==> src/rtl/cpdc_pkg.sv <==
package cpdc_pkg;

    // -----------------------------------------------------------------
    // Register map
    // -----------------------------------------------------------------
    localparam logic [7:0] OFS_PWR      = 8'h00;
    localparam logic [7:0] OFS_AHB      = 8'h04;
    localparam logic [7:0] OFS_APB      = 8'h08;
    localparam logic [7:0] OFS_STATUS   = 8'h0c;
    localparam logic [7:0] OFS_SEL0     = 8'h10;
    localparam logic [7:0] OFS_SEL1     = 8'h14;
    localparam logic [7:0] OFS_DIVN     = 8'h18;
    localparam logic [7:0] OFS_SEL2     = 8'h1c;
    localparam logic [7:0] OFS_PLL      = 8'h20;
    localparam logic [7:0] OFS_FRQ      = 8'h24;
    localparam logic [7:0] OFS_PROT     = 8'h28;
    localparam logic [7:0] OFS_SLEEP    = 8'h2c;

    // -----------------------------------------------------------------
    // Field positions
    // -----------------------------------------------------------------
    localparam int B_XTL    = 0;
    localparam int B_FRC    = 2;
    localparam int B_SRC    = 3;
    localparam int B_DLY    = 4;
    localparam int B_WIE    = 5;
    localparam int B_WST    = 6;
    localparam int B_PDE    = 7;
    localparam int B_WAIT   = 8;
    localparam int B_DIVEN  = 4;
    localparam int B_BYP    = 5;
    localparam int B_TICK   = 2;
    localparam int B_TKSEL  = 3;
    localparam int B_WDTEN  = 0;

    // -----------------------------------------------------------------
    // Reset values and codes
    // -----------------------------------------------------------------
    localparam logic [31:0] RST_PWR  = 32'h0000_0018;
    localparam logic [31:0] RST_AHB  = 32'h0000_000d;
    localparam logic [31:0] RST_APB  = 32'h0000_0001;
    localparam logic [31:0] RST_SEL0 = 32'h0000_003f;
    localparam logic [31:0] RST_SEL1 = 32'hffff_ffff;
    localparam logic [31:0] RST_DIVN = 32'h0000_0000;
    localparam logic [31:0] RST_SEL2 = 32'h0000_00ff;
    localparam logic [31:0] RST_PLL  = 32'h0005_c22e;
    localparam logic [31:0] RST_FRQ  = 32'h0000_0000;
    localparam logic [2:0]  CFG_XTL  = 3'h0;
    localparam logic [1:0]  WDT_SLOW = 2'h3;
    localparam logic [7:0]  KEY_1    = 8'h59;
    localparam logic [7:0]  KEY_2    = 8'h16;
    localparam logic [7:0]  KEY_3    = 8'h88;
    localparam logic [2:0]  SEL_XTL  = 3'h0;
    localparam logic [2:0]  SEL_PLL  = 3'h2;
    localparam logic [2:0]  SEL_SLOW = 3'h3;
    localparam logic [2:0]  SEL_FRC  = 3'h7;
    localparam logic [2:0]  TK_XTL   = 3'h0;
    localparam logic [2:0]  TK_XTL2  = 3'h2;
    localparam logic [2:0]  TK_SYS2  = 3'h3;
    localparam logic [2:0]  TK_FRC2  = 3'h7;
    localparam logic [12:0] DLY_XTL  = 13'h1000;
    localparam logic [12:0] DLY_FRC  = 13'h0100;

    // -----------------------------------------------------------------
    // Types
    // -----------------------------------------------------------------
    typedef enum logic [1:0] {CPDC_RUN, CPDC_IDLE, CPDC_DOWN, CPDC_WAKE} cpdc_mode_t;

    typedef struct packed {
        logic        psel;
        logic        penable;
        logic        pwrite;
        logic [11:0] paddr;
        logic [31:0] pwdata;
    } cpdc_apb_req_t;

    typedef struct packed {
        logic [1:0] key_step;
        logic       unlocked;
        logic       xtl_en;
        logic       frc_en;
        logic       src_en;
        logic       dly_en;
        logic       wie;
        logic       wst;
        logic       pde;
        logic       wait_cpu;
        logic [31:0] ahb;
        logic [31:0] apb;
        logic [31:0] sel0;
        logic [31:0] sel1;
        logic [31:0] divn;
        logic [31:0] sel2;
        logic [31:0] pll;
        logic [5:0]  frq;
        logic        sleep_deep;
        cpdc_mode_t  mode;
        logic [12:0] dly_cnt;
        logic [15:0] div_cnt;
        logic        div_run;
        logic        div_out;
        logic        cfg_done;
        logic [31:0] prdata;
        logic [1:0]  wfi_sync;
        logic [1:0]  wake_sync;
        logic [7:0]  stb_sync;
    } cpdc_state_t;

endpackage

==> src/rtl/cpdc_top.sv <==
`timescale 1ns/10ps

module cpdc_top
(
    // Clock and reset
    input  wire logic        i_ref_clk,
    input  wire logic        i_rst_b,
    // APB slave
    input  wire logic        psel,
    input  wire logic        penable,
    input  wire logic        pwrite,
    input  wire logic [11:0] paddr,
    input  wire logic [31:0] pwdata,
    output logic      [31:0] prdata,
    output logic             pready,
    output logic             pslverr,
    // Processor and wake sources, and the clock source strap
    input  wire logic        i_wfi,
    input  wire logic        i_wake_event,
    input  wire logic [2:0]  i_cfg_clk_src,
    // Clock sources and oscillator stable flags
    input  wire logic [3:0]  i_osc_stable,
    input  wire logic        i_divider_input_clock,
    // Control outputs
    output logic             o_crystal_osc_enable,
    output logic             o_fast_rc_enable,
    output logic             o_slow_rc_enable,
    output logic             o_pll_enable,
    output logic             o_sys_clk_enable,
    output logic             o_cpu_clk_enable,
    output logic [2:0]       o_sys_clk_select,
    output logic [2:0]       o_tick_source,
    output logic             o_periph_clk_enable,
    output logic             o_wdt_clk_enable,
    output logic             o_wake_irq,
    output logic             o_clock_output_pin,
    output logic             o_powered_down
);

    cpdc_pkg::cpdc_state_t st;
    cpdc_pkg::cpdc_state_t next_st;

    logic       wr_acc;
    logic       rd_acc;
    logic       mapped;
    logic       wfi_s;
    logic       wake_s;
    logic [7:0] ofs;

    assign ofs    = paddr[7:0];
    assign mapped = (paddr[11:8] == 4'h0) && (ofs <= cpdc_pkg::OFS_SLEEP) && (ofs[1:0] == 2'h0);
    assign wr_acc = psel && penable && pwrite;
    assign rd_acc = psel && !penable && !pwrite;
    assign wfi_s  = st.wfi_sync[1];
    assign wake_s = st.wake_sync[1];

    // -----------------------------------------------------------------
    // Next state
    // -----------------------------------------------------------------
    always_comb
    begin
        next_st           = st;
        next_st.wfi_sync  = {st.wfi_sync[0], i_wfi};
        next_st.wake_sync = {st.wake_sync[0], i_wake_event};
        next_st.stb_sync  = {st.stb_sync[3:0], i_osc_stable};

        // The crystal bit takes its strap value in the first cycle after reset.
        if (!st.cfg_done)
        begin
            next_st.cfg_done = 1'b1;
            next_st.xtl_en   = (i_cfg_clk_src == cpdc_pkg::CFG_XTL);
        end

        // Register writes.
        if (wr_acc)
        begin
            if (ofs == cpdc_pkg::OFS_PROT)
            begin
                next_st.unlocked = 1'b0;
                case (st.key_step)
                    2'h0: next_st.key_step = (pwdata[7:0] == cpdc_pkg::KEY_1) ? 2'h1 : 2'h0;
                    2'h1: next_st.key_step = (pwdata[7:0] == cpdc_pkg::KEY_2) ? 2'h2 : 2'h0;
                    2'h2:
                    begin
                        next_st.key_step = 2'h0;
                        next_st.unlocked = (pwdata[7:0] == cpdc_pkg::KEY_3);
                    end
                    default: next_st.key_step = 2'h0;
                endcase
            end
            else
            begin
                next_st.key_step = 2'h0;
            end
            case (ofs)
                cpdc_pkg::OFS_PWR:
                begin
                    if (pwdata[cpdc_pkg::B_WST])
                    begin
                        next_st.wst = 1'b0;
                    end
                    if (st.unlocked)
                    begin
                        next_st.xtl_en   = pwdata[cpdc_pkg::B_XTL];
                        next_st.frc_en   = pwdata[cpdc_pkg::B_FRC];
                        next_st.src_en   = pwdata[cpdc_pkg::B_SRC];
                        next_st.dly_en   = pwdata[cpdc_pkg::B_DLY];
                        next_st.wie      = pwdata[cpdc_pkg::B_WIE];
                        next_st.pde      = pwdata[cpdc_pkg::B_PDE];
                        next_st.wait_cpu = pwdata[cpdc_pkg::B_WAIT];
                    end
                end
                cpdc_pkg::OFS_AHB: next_st.ahb = pwdata;
                cpdc_pkg::OFS_APB:
                begin
                    next_st.apb = st.unlocked ? pwdata
                        : {pwdata[31:1], st.apb[cpdc_pkg::B_WDTEN]};
                end
                cpdc_pkg::OFS_SEL0:
                begin
                    if (st.unlocked)
                    begin
                        next_st.sel0 = pwdata;
                    end
                end
                cpdc_pkg::OFS_SEL1:
                begin
                    next_st.sel1 = st.unlocked ? pwdata : {pwdata[31:2], st.sel1[1:0]};
                end
                cpdc_pkg::OFS_DIVN:  next_st.divn = pwdata;
                cpdc_pkg::OFS_SEL2:  next_st.sel2 = pwdata;
                cpdc_pkg::OFS_PLL:   next_st.pll = pwdata;
                cpdc_pkg::OFS_FRQ:   next_st.frq = pwdata[5:0];
                cpdc_pkg::OFS_SLEEP: next_st.sleep_deep = pwdata[0];
                default: next_st.sleep_deep = st.sleep_deep;
            endcase
        end

        // Power mode sequencing.
        case (st.mode)
            cpdc_pkg::CPDC_RUN:
            begin
                if (st.pde && !st.wait_cpu)
                begin
                    next_st.mode = cpdc_pkg::CPDC_DOWN;
                end
                else if (wfi_s && st.pde && st.wait_cpu && st.sleep_deep)
                begin
                    next_st.mode = cpdc_pkg::CPDC_DOWN;
                end
                else if (wfi_s && !st.pde && !st.sleep_deep)
                begin
                    next_st.mode = cpdc_pkg::CPDC_IDLE;
                end
            end
            cpdc_pkg::CPDC_IDLE:
            begin
                if (!wfi_s || wake_s)
                begin
                    next_st.mode = cpdc_pkg::CPDC_RUN;
                end
            end
            cpdc_pkg::CPDC_DOWN:
            begin
                if (wake_s)
                begin
                    next_st.pde  = 1'b0;
                    next_st.mode = cpdc_pkg::CPDC_WAKE;
                    if (!st.dly_en)
                    begin
                        next_st.dly_cnt = 13'h0001;
                    end
                    else if (st.sel0[2:0] == cpdc_pkg::SEL_FRC)
                    begin
                        next_st.dly_cnt = cpdc_pkg::DLY_FRC;
                    end
                    else
                    begin
                        next_st.dly_cnt = cpdc_pkg::DLY_XTL;
                    end
                end
            end
            cpdc_pkg::CPDC_WAKE:
            begin
                next_st.dly_cnt = st.dly_cnt - 13'h0001;
                if (st.dly_cnt == 13'h0001)
                begin
                    next_st.mode = cpdc_pkg::CPDC_RUN;
                end
            end
            default: next_st.mode = cpdc_pkg::CPDC_RUN;
        endcase

        // The wake flag set wins over a write-one clear in the same cycle.
        if (st.mode == cpdc_pkg::CPDC_DOWN && wake_s && st.wie)
        begin
            next_st.wst = 1'b1;
        end

        // Frequency divider chain.
        if (st.frq[cpdc_pkg::B_DIVEN])
        begin
            next_st.div_run = 1'b1;
        end
        else if (!st.div_out)
        begin
            next_st.div_run = 1'b0;
        end
        if (st.div_run)
        begin
            next_st.div_cnt = st.div_cnt + 16'h0001;
        end
        next_st.div_out = st.div_run && next_st.div_cnt[st.frq[3:0]];

        // Read data is captured in the setup cycle.
        if (rd_acc)
        begin
            case (ofs)
                cpdc_pkg::OFS_PWR:
                begin
                    next_st.prdata = {23'h0, st.wait_cpu, st.pde, st.wst, st.wie,
                        st.dly_en, st.src_en, st.frc_en, 1'b0, st.xtl_en};
                end
                cpdc_pkg::OFS_AHB:    next_st.prdata = st.ahb;
                cpdc_pkg::OFS_APB:    next_st.prdata = st.apb;
                cpdc_pkg::OFS_STATUS: next_st.prdata = {27'h0, st.stb_sync[6], st.stb_sync[7],
                    st.stb_sync[5], 1'b0, st.stb_sync[4]};
                cpdc_pkg::OFS_SEL0:   next_st.prdata = st.sel0;
                cpdc_pkg::OFS_SEL1:   next_st.prdata = st.sel1;
                cpdc_pkg::OFS_DIVN:   next_st.prdata = st.divn;
                cpdc_pkg::OFS_SEL2:   next_st.prdata = st.sel2;
                cpdc_pkg::OFS_PLL:    next_st.prdata = st.pll;
                cpdc_pkg::OFS_FRQ:    next_st.prdata = {26'h0, st.frq};
                cpdc_pkg::OFS_PROT:   next_st.prdata = {31'h0, st.unlocked};
                cpdc_pkg::OFS_SLEEP:  next_st.prdata = {31'h0, st.sleep_deep};
                default:              next_st.prdata = 32'h0;
            endcase
        end
    end

    // -----------------------------------------------------------------
    // State register
    // -----------------------------------------------------------------
    always_ff @(posedge i_ref_clk or negedge i_rst_b)
    begin
        if (!i_rst_b)
        begin
            st          <= '0;
            st.src_en   <= cpdc_pkg::RST_PWR[cpdc_pkg::B_SRC];
            st.dly_en   <= cpdc_pkg::RST_PWR[cpdc_pkg::B_DLY];
            st.frc_en   <= 1'b1;
            st.ahb      <= cpdc_pkg::RST_AHB;
            st.apb      <= cpdc_pkg::RST_APB;
            st.sel0     <= cpdc_pkg::RST_SEL0;
            st.sel1     <= cpdc_pkg::RST_SEL1;
            st.divn     <= cpdc_pkg::RST_DIVN;
            st.sel2     <= cpdc_pkg::RST_SEL2;
            st.pll      <= cpdc_pkg::RST_PLL;
            st.frq      <= cpdc_pkg::RST_FRQ[5:0];
            st.mode     <= cpdc_pkg::CPDC_RUN;
        end
        else
        begin
            st <= next_st;
        end
    end

    // -----------------------------------------------------------------
    // Outputs
    // -----------------------------------------------------------------
    logic down;
    logic run;
    assign down = (st.mode == cpdc_pkg::CPDC_DOWN);
    assign run  = (st.mode == cpdc_pkg::CPDC_RUN) || (st.mode == cpdc_pkg::CPDC_IDLE);

    assign prdata               = st.prdata;
    assign pready               = 1'b1;
    assign pslverr              = psel && penable && !mapped;
    assign o_crystal_osc_enable = st.xtl_en && !down;
    assign o_fast_rc_enable     = st.frc_en && !down;
    assign o_slow_rc_enable     = st.src_en;
    assign o_pll_enable         = !down;
    assign o_sys_clk_enable     = run;
    assign o_cpu_clk_enable     = (st.mode == cpdc_pkg::CPDC_RUN);
    assign o_sys_clk_select     = st.sel0[2:0];
    assign o_tick_source        = st.sel0[cpdc_pkg::B_TKSEL +: 3];
    assign o_periph_clk_enable  = run;
    assign o_wdt_clk_enable     = st.apb[cpdc_pkg::B_WDTEN]
        && (run || st.sel1[1:0] == cpdc_pkg::WDT_SLOW);
    assign o_wake_irq           = st.wst && st.wie;
    assign o_clock_output_pin   = st.frq[cpdc_pkg::B_BYP] ? i_divider_input_clock
        : st.div_out;
    assign o_powered_down       = down;

    // -----------------------------------------------------------------
    // Checks
    // -----------------------------------------------------------------
    property p_irq;
        @(posedge i_ref_clk) disable iff (!i_rst_b)
        (down && wake_s && st.wie) |=> o_wake_irq;
    endproperty
    a_irq: assert property (p_irq) else $error("wake irq mismatch");

    property p_imm;
        @(posedge i_ref_clk) disable iff (!i_rst_b)
        (run && st.mode == cpdc_pkg::CPDC_RUN && st.pde && !st.wait_cpu) |=> down;
    endproperty
    a_imm: assert property (p_imm) else $error("no immediate power-down");

    property p_osc;
        @(posedge i_ref_clk) disable iff (!i_rst_b)
        down |-> (!o_crystal_osc_enable && !o_fast_rc_enable && !o_sys_clk_enable);
    endproperty
    a_osc: assert property (p_osc) else $error("clock on in power-down");

    property p_clr;
        @(posedge i_ref_clk) disable iff (!i_rst_b)
        (down && wake_s) |=> (!st.pde && st.mode == cpdc_pkg::CPDC_WAKE);
    endproperty
    a_clr: assert property (p_clr) else $error("enable not cleared");

    property p_flag;
        @(posedge i_ref_clk) disable iff (!i_rst_b)
        (down && wake_s && st.wie) |=> st.wst;
    endproperty
    a_flag: assert property (p_flag) else $error("wake flag lost");

    property p_dly;
        @(posedge i_ref_clk) disable iff (!i_rst_b)
        (down && wake_s && st.dly_en && st.sel0[2:0] == cpdc_pkg::SEL_FRC)
            |=> !o_sys_clk_enable [*8];
    endproperty
    a_dly: assert property (p_dly) else $error("wake delay too short");

    property p_lock;
        @(posedge i_ref_clk) disable iff (!i_rst_b)
        (wr_acc && ofs == cpdc_pkg::OFS_SEL0 && !st.unlocked) |=> $stable(st.sel0);
    endproperty
    a_lock: assert property (p_lock) else $error("protected write took");

    property p_abort;
        @(posedge i_ref_clk) disable iff (!i_rst_b)
        (wr_acc && ofs != cpdc_pkg::OFS_PROT) |=> st.key_step == 2'h0;
    endproperty
    a_abort: assert property (p_abort) else $error("unlock not aborted");

    property p_idle;
        @(posedge i_ref_clk) disable iff (!i_rst_b)
        (st.mode == cpdc_pkg::CPDC_RUN && wfi_s && !st.pde && !st.sleep_deep)
            |=> (!o_cpu_clk_enable && o_sys_clk_enable);
    endproperty
    a_idle: assert property (p_idle) else $error("idle entry wrong");

endmodule // cpdc_top

==> config.mk <==
export PLATFORM = sky130hd
export DESIGN_NAME = cpdc_top
export DESIGN_NICKNAME = d
export VERILOG_FILES = /design/src/rtl/cpdc_pkg.sv /design/src/rtl/cpdc_top.sv
export SDC_FILE = /design/constraint.sdc
export NUM_CORES = 1
export LEC_CHECK = 0
export BUFFER_PORTS_ARGS = -buffer_cell sky130_fd_sc_hd__buf_2
export CAP_MARGIN = 20
export CORE_AREA = 2 2 196 198
export DETAILED_ROUTE_END_ITERATION = 10
export DIE_AREA = 0 0 198 200
export PLACE_DENSITY = 0.67
export SYNTH_ARGS = -nofsm -noshare
export SYNTH_HDL_FRONTEND = slang
export SYNTH_SLANG_ARGS = --single-unit
==> constraint.sdc <==
create_clock -name i_ref_clk -period 2.85 [get_ports i_ref_clk]
set_input_delay 0.285 -clock i_ref_clk [delete_from_list [all_inputs] [get_ports i_ref_clk]]
set_output_delay 0.285 -clock i_ref_clk [all_outputs]
set_load 0.02 [all_outputs]
Word-level counts from Yosys, hierarchy flattened. Index checks and enable logic that the tools add are counted.

$add $sub $neg: 2. Equality and inequality tests: 27. Magnitude comparators: 2. Multiplexer cells: 43. Reduce and logical (&&, ||, !) cells: 57.

Operators by type and width (number): $pmux W32 S12 (1); $mux W32 (8); $mux W239 (1); $eq A8 B5 Y1 const B (5); $eq A8 B6 Y1 const B (4); $mux W13 (2); $pmux W13 S2 (1); $logic_and A1 B1 Y1 (20); $reduce_and A2 Y1 (10); $mux W2 (9); $add A16 B1 Y16 const B (1); $eq A8 B4 Y1 const B (2); $mux W16 (1); $mux W15 (1); $reduce_and A3 Y1 (5); $eq A13 B1 Y1 const B (1); $mux W1 (13); $sub A13 B1 Y13 const B (1); $eq A2 B2 Y1 const B (4); $eq A8 B3 Y1 const B (1); $eq A8 B7 Y1 const B (1); $eq A8 B8 Y1 const B (1); $le A8 B6 Y1 const B (1); $logic_not A1 Y1 (8); other kinds (19) (29).

Output and inout port bits: 51. Flip-flop bits (word level): 320.

Longest topological paths before layout. Gate-level depths: netlist of the first run.

Depth in word-level cells: 7. Mapped depth: 9.

Least setup slack after synthesis of the first run. OpenSTA, ideal clock, no wires.

Kind: input to register. Start: input paddr[0]. End: register st[219] (netlist bit). Stages on the path: 8. Setup slack: 0.757 ns. Library setup time: 0.125 ns. Data required time: 2.725 ns. Arrival time: 1.968 ns. Path buffers: 4. Cell sequence: buf_2 -> or4_4 -> buf_6 -> nor2_8 -> and3_4 -> buf_8 -> buf_12 -> mux2_4.

Cells in the longest elaborated chain, start to end: 2.

Ends and longest elaborated chain: from (decl) (line cpdc_top.sv:12) `input wire logic [11:0] paddr,`; $eq A8 B5 Y1 (line cpdc_top.sv:95) `case (ofs)`; $reduce_and A3 Y1 (no source line); to (signal assigned) (line cpdc_top.sv:264) `st <= next_st;`; to (decl) (line cpdc_top.sv:40) `cpdc_pkg::cpdc_state_t st;`.

No other way between the ends. A chain may end at the register's enable or synchronous reset.

==> results of run 1 <==
-- kinds of logic (layout without fill, tap and decap cells) --
| logic type | after synthesis | in the layout | share of synthesized area (%) |
|---|---|---|---|
| buffers and inverters | 133 | 235 | 5.45 |
| other | 1 | 2 | 0.0253 |
| AND/OR/NAND/NOR | 188 | 188 | 6.97 |
| multiplexers | 252 | 252 | 20.0 |
| adder cells (fa/ha/maj) | 3 | 3 | 0.253 |
| XOR/XNOR | 15 | 15 | 0.887 |
| flip-flops | 320 | 320 | 54.6 |
| AO/OA/AOI/OAI | 246 | 246 | 11.9 |
-- per-layer routing --
metal | share of wire [%] | routed length (µm) | GRT usage [%] | vias up
li1 | - | - | - | 4408
met2 | 46 | 17100 | 30.2 | 272
met1 | 45 | 17000 | 27.3 | 5145
met5 | 0.061 | 23 | 0 | -
met3 | 6.5 | 2450 | 4.20 | 66
met4 | 2.3 | 844 | 5.82 | 4
-- synth_stat cells, types with 9 or more instances --
master     number  area [µm²]
o21a_1         16         120
a31oi_1        11        68.8
nand3_1        21         105
o21ai_0        40         200
clkbuf_1       34         128
and3_1          9        56.3
buf_4          54         405
nor2_1         28         105
dfstp_2        62        1630
a221oi_1       10        87.6
a22o_1         30         263
dfrtp_1       258        6460
mux2i_1        13         130
inv_1          12        45.0
a21oi_1        30         150
nand4_1        12        75.1
xnor2_1        12         105
mux2_4         30         450
mux2_2        197        2220
a22oi_1        51         383
o2111ai_1      15         131
mux2_1         10         113
buf_2          25         125
nor3_1         10        50.1
nand2_1        61         229
-- power by group --
part	internal [µW]	total [µW]	switching (µW)	leakage, µW
logic	187	558	371	0.00297
registers	4660	4720	67.0	0.00415
clock network	2810	4720	1910	0.000576
total	7650	10000	2350	0.00770
-- area by class of cell --
cell class	count	area [µm²]
Clock inverter	15	193
Fill cell	3341	20400
Timing Repair Buffer	159	1050
Inverter	12	45.0
Tap cell	511	639
Clock buffer	49	1020
Sequential cell	320	8090
Multi-Input combinational cell	706	5980
-- critical path: cells and delay by family (launching register included) --
kind,cells,cell delay [ns]
compound gates,4,0.96
flops,1,0.49
simple gates,2,0.61
-- stage by stage --
step	setup slack [ns]	instance area [µm²]	hold slack (ns)	utilization [%]	total power, µW
detailed placement	0.462	15700	0.335	42.1	5360
floorplan	0.757	14800	-0.0106	-	5100
finish	0.691	17000	0.0695	45.5	10000
global route	0.456	17000	0.0690	45.5	10300
CTS	0.717	17000	0.0444	45.5	10100
global placement	0.494	15700	0.335	42.1	5350
-- final timing paths --
path / depth (start not counted) / slack, ns / from / to
max reg2reg: 6 / 0.69 / st[46] / st[45]
min reg2reg: 0 / 0.35 / next_st[7] / st[7]
min: 2 / 0.07 / pwdata[10] / st[287]
max: 6 / 0.69 / st[46] / st[45]
max in group asynchronous: 3 / 1.59 / i_rst_b / st[188]
min in group asynchronous: 2 / 0.35 / i_rst_b / next_st[7]
-- flip-flops by register name (all words and copies together) (netlist names) --
register          cells
o_slow_rc_enable      1
next_st               6
o_tick_source         3
st                  275
prdata               32
o_sys_clk_select      3
==> flow_summary.toml, run 1 <==
[synth]
yosys_warnings = 0
yosysSeqAreaShare_pct = 54.6
synth_seq_cells = 320
synth.distinct_cells = 74
synthesis.instances = 1158
synth_area_per_cell_um2 = 12.8
synthArstFlopShare_pct = 100
synth_flop_cell = "dfrtp_1"
synth_area_um2 = 14800
synth-edff-count = 0

[critical_path]
crit_path_start_kind = "register"
cpMaxStageDelayCell = "dfrtp_1"
arrival_ns = 2.58
cp_max_fo = 8
crit_chain = "and3_1 -> and2_0 -> a21oi_1 -> a2111oi_0 -> o311ai_0 -> a41oi_1"
path_class = "register to register"
end_kind = "register"
cp.required_ns = 3.27
max_stage_delay_ns = 0.49

[drt]
vias_per_cell = 5.58
wl_per_cell_um = 21.1
drt-pass1-iter-count = 5
drt-total-wl_um = 37400
drtAntennaViolNets = 0
drcViolationCount = 0
drt_iter0_markers = 750
num_vias = 9895

[final_layout]
final_net_count = 1296
antenna_cells = 0
final_common_cell = "dfrtp_1"
layout_common_cells = "dfrtp_1 (258), mux2_2 (197), buf_2 (107)"
syn_to_final_growth_pct = 14.8
drive_gt1_share_pct = 41.4
stdcell_count = 1772

[floorplan]
ios = 110
core_area_um2 = 37400
fp.dieH_um = 200
dieArea_um2 = 39600
die_w_um = 198
fp-row-count = 71
start_util_pct = 39.6

[status]
status = "finished clean"

[clock_tree]
cts_buffers = 35
cts_tree = "done"
ctsHoldBuffers = 7
h-tree-depth = 2
post_cts_buffers = 0
cts-root-buf = "clkbuf_16"
clock-sinks = 320
clkLatencyLatePin_ns = 0.54
cts.path.max_buffers = 3
cts_resized = 0
path_clk_slew_ns = 0.07

[min_path]
hp-class = "primary input to register"

[power_and_ir_drop]
irDropWorstVdd_mv = 0.289
leakage_uw = 0.00770
p_per_area_nw_per_um2 = 588

[global_route]
grt_max_degree = 92
grt_pass1_vias = 9989
grt_pass1_wl_um = 59300
antenna_found_initial = 2
grt_usage_pct = 19.4
gr-total-overflow = 0

[place]
hpwl_um = 24700
dp_cells = 1701
place_congestion = 0.822
portBuffers = 108

[timing]
setup-violations-final = 0
fin_crit_ns = 2.16
tightest_slew_ns = 0.763
fmax_ghz = 0.463
hold_violations = 0
maxSlewViolCount = 0
relSlewSlack_pct = 48.7
clock_skew_ns = 0.0319
post-route-period-util_pct = 75.8
rsz0062_at_grt = "false"
tns_ns = 0

[job]
max_cap_viol_count = 0
Power figures use the tool's default switching activity.
==> run 2, diff against run 1 <==
==> constraint.sdc (replaced) <==
create_clock -name i_ref_clk -period 2.1 [get_ports i_ref_clk]
set_input_delay 0.21 -clock i_ref_clk [delete_from_list [all_inputs] [get_ports i_ref_clk]]
set_output_delay 0.21 -clock i_ref_clk [all_outputs]
set_load 0.02 [all_outputs]
==> flow_summary.toml, run 2 (synthesized netlist as in run 1, its figures left out) <==
[drt]
drt-total-wl_um = 38100
drt_iter0_markers = 672
num_vias = 10112
vias_per_cell = 5.54
drt-pass1-iter-count = 6
wl_per_cell_um = 20.9
drcViolationCount = 0
drtAntennaViolNets = 0

[place]
hpwl_um = 25700
pre_cts_ws_ns = -0.230
place_congestion = 0.834
portBuffers = 108
dp_cells = 1746

[final_layout]
layout_common_cells = "dfrtp_1 (258), mux2_2 (197), buf_2 (107)"
drive_gt1_share_pct = 43.0
largest_reg_flops = 275
largest-register = "st"
stdcell_count = 1824
syn_to_final_growth_pct = 18.2
postLayoutCoreUtil_pct = 46.8
final_net_count = 1349
final_common_cell = "dfrtp_1"

[critical_path]
cp.required_ns = 2.53
max_stage_delay_ns = 0.40
cp_max_fo = 4
rrSetupSlack_ns = 0.18
end_kind = "register"
crit_path_start_kind = "register"
arrival_ns = 2.35
worstPathBufferInverterCount = 0
cp_top_family = "simple AND/OR/NAND/NOR gates"
crit_chain = "ha_1 -> nand4_1 -> nor4_1 -> xor2_1 -> o211a_1 -> o21ai_0 -> a41oi_1"
path_class = "register to register"
cpMaxStageDelayCell = "nor4_1"

[floorplan]
start_util_pct = 39.6
fp.dieH_um = 200
dieArea_um2 = 39600
core_area_um2 = 37400
die_w_um = 198
ios = 110
fp-row-count = 71

[clock_tree]
path_clk_slew_ns = 0.06
cts-root-buf = "clkbuf_16"
cts_tree = "done"
clkLatencyLatePin_ns = 0.52
h-tree-depth = 2
cts_buffers = 34
clock-sinks = 320
cts.path.max_buffers = 3

[global_route]
grt_pass1_wl_um = 60200
gr-total-overflow = 0
grt_pass1_vias = 10398
grt_usage_pct = 19.7
grt_max_degree = 66
antenna_found_initial = 2

[timing]
setup_ws_ns = 0.176
post-route-period-util_pct = 91.6
clock_skew_ns = 0.0122
maxSlewViolCount = 0
tightest_slew_ns = 0.576
relSlewSlack_pct = 61.6
hold_violations = 0
fmax_ghz = 0.520
fin_crit_ns = 1.92
setup-violations-final = 0

[power_and_ir_drop]
p_per_area_nw_per_um2 = 757
irDropWorstVdd_mv = 0.503
leakage_uw = 0.00797

[status]
status = "finished clean"

[job]
max_cap_viol_count = 0

[min_path]
hp-class = "primary input to register"
[run 2: path summary, 6_finish.rpt]
path / startpoint / to / depth (start not counted)
max: st[47] / st[45] / 7
min reg2reg: next_st[7] / st[7] / 0
max in group asynchronous: i_rst_b / st[99] / 3
max reg2reg: st[47] / st[45] / 7
min: pwdata[25] / st[238] / 2
min in group asynchronous: i_rst_b / next_st[5] / 2
[run 2: area by class of cell]
| cell class | count | area, µm² |
|---|---|---|
| Multi-Input combinational cell | 706 | 6000 |
| Tap cell | 511 | 639 |
| Clock inverter | 9 | 115 |
| Antenna cell | 1 | 2.50 |
| Fill cell | 3339 | 19900 |
| Timing Repair Buffer | 213 | 1630 |
| Sequential cell | 320 | 8090 |
| Clock buffer | 52 | 1010 |
| Inverter | 12 | 45.0 |
[run 2: worst reg2reg max path, delay by kind of cell (launching register included)]
kind | cells | cell delay (ns)
adders and majority gates | 1 | 0.24
and+or+nand+nor | 2 | 0.53
AOI/OAI and AO/OA | 3 | 0.46
DFF | 1 | 0.39
xor gates and xnor gates | 1 | 0.23
[run 2: power by group]
part | switching [µW] | internal, µW | leakage, µW | total, µW
clock network | 2450 | 3590 | 0.000549 | 6040
logic | 525 | 300 | 0.00327 | 825
registers | 88.4 | 6320 | 0.00415 | 6410
[run 2: through the flow]
stage | hold WS (ns) | total power [µW] | instance area (µm²) | setup TNS (ns)
detailed placement | 0.215 | 7320 | 16200 | -7.56
CTS | 0.000200 | 13400 | 17500 | 0
global route | 0.0195 | 13700 | 17500 | -0.00119
finish | 0.0241 | 13300 | 17500 | 0
global placement | 0.211 | 7300 | 16200 | -4.42
floorplan | -0.0856 | 6920 | 14800 | 0
[run 2: what timing repair did]
item                                    4_1_cts  5_1_grt
endpoints found under the setup margin        0        3
setup buffers                                 0        0
endpoints found under the hold margin        68        0
resized for setup                             0        5
hold buffers                                 15        0
[run 2: metal layers]
layer	track usage (%)	part of all wire, %	vias to the layer above
li1	-	-	4508
met3	3.66	5.7	57
met4	6.04	2.3	2
met1	27.3	45	5278
met2	31.4	47	267
met5	0	0.034	-
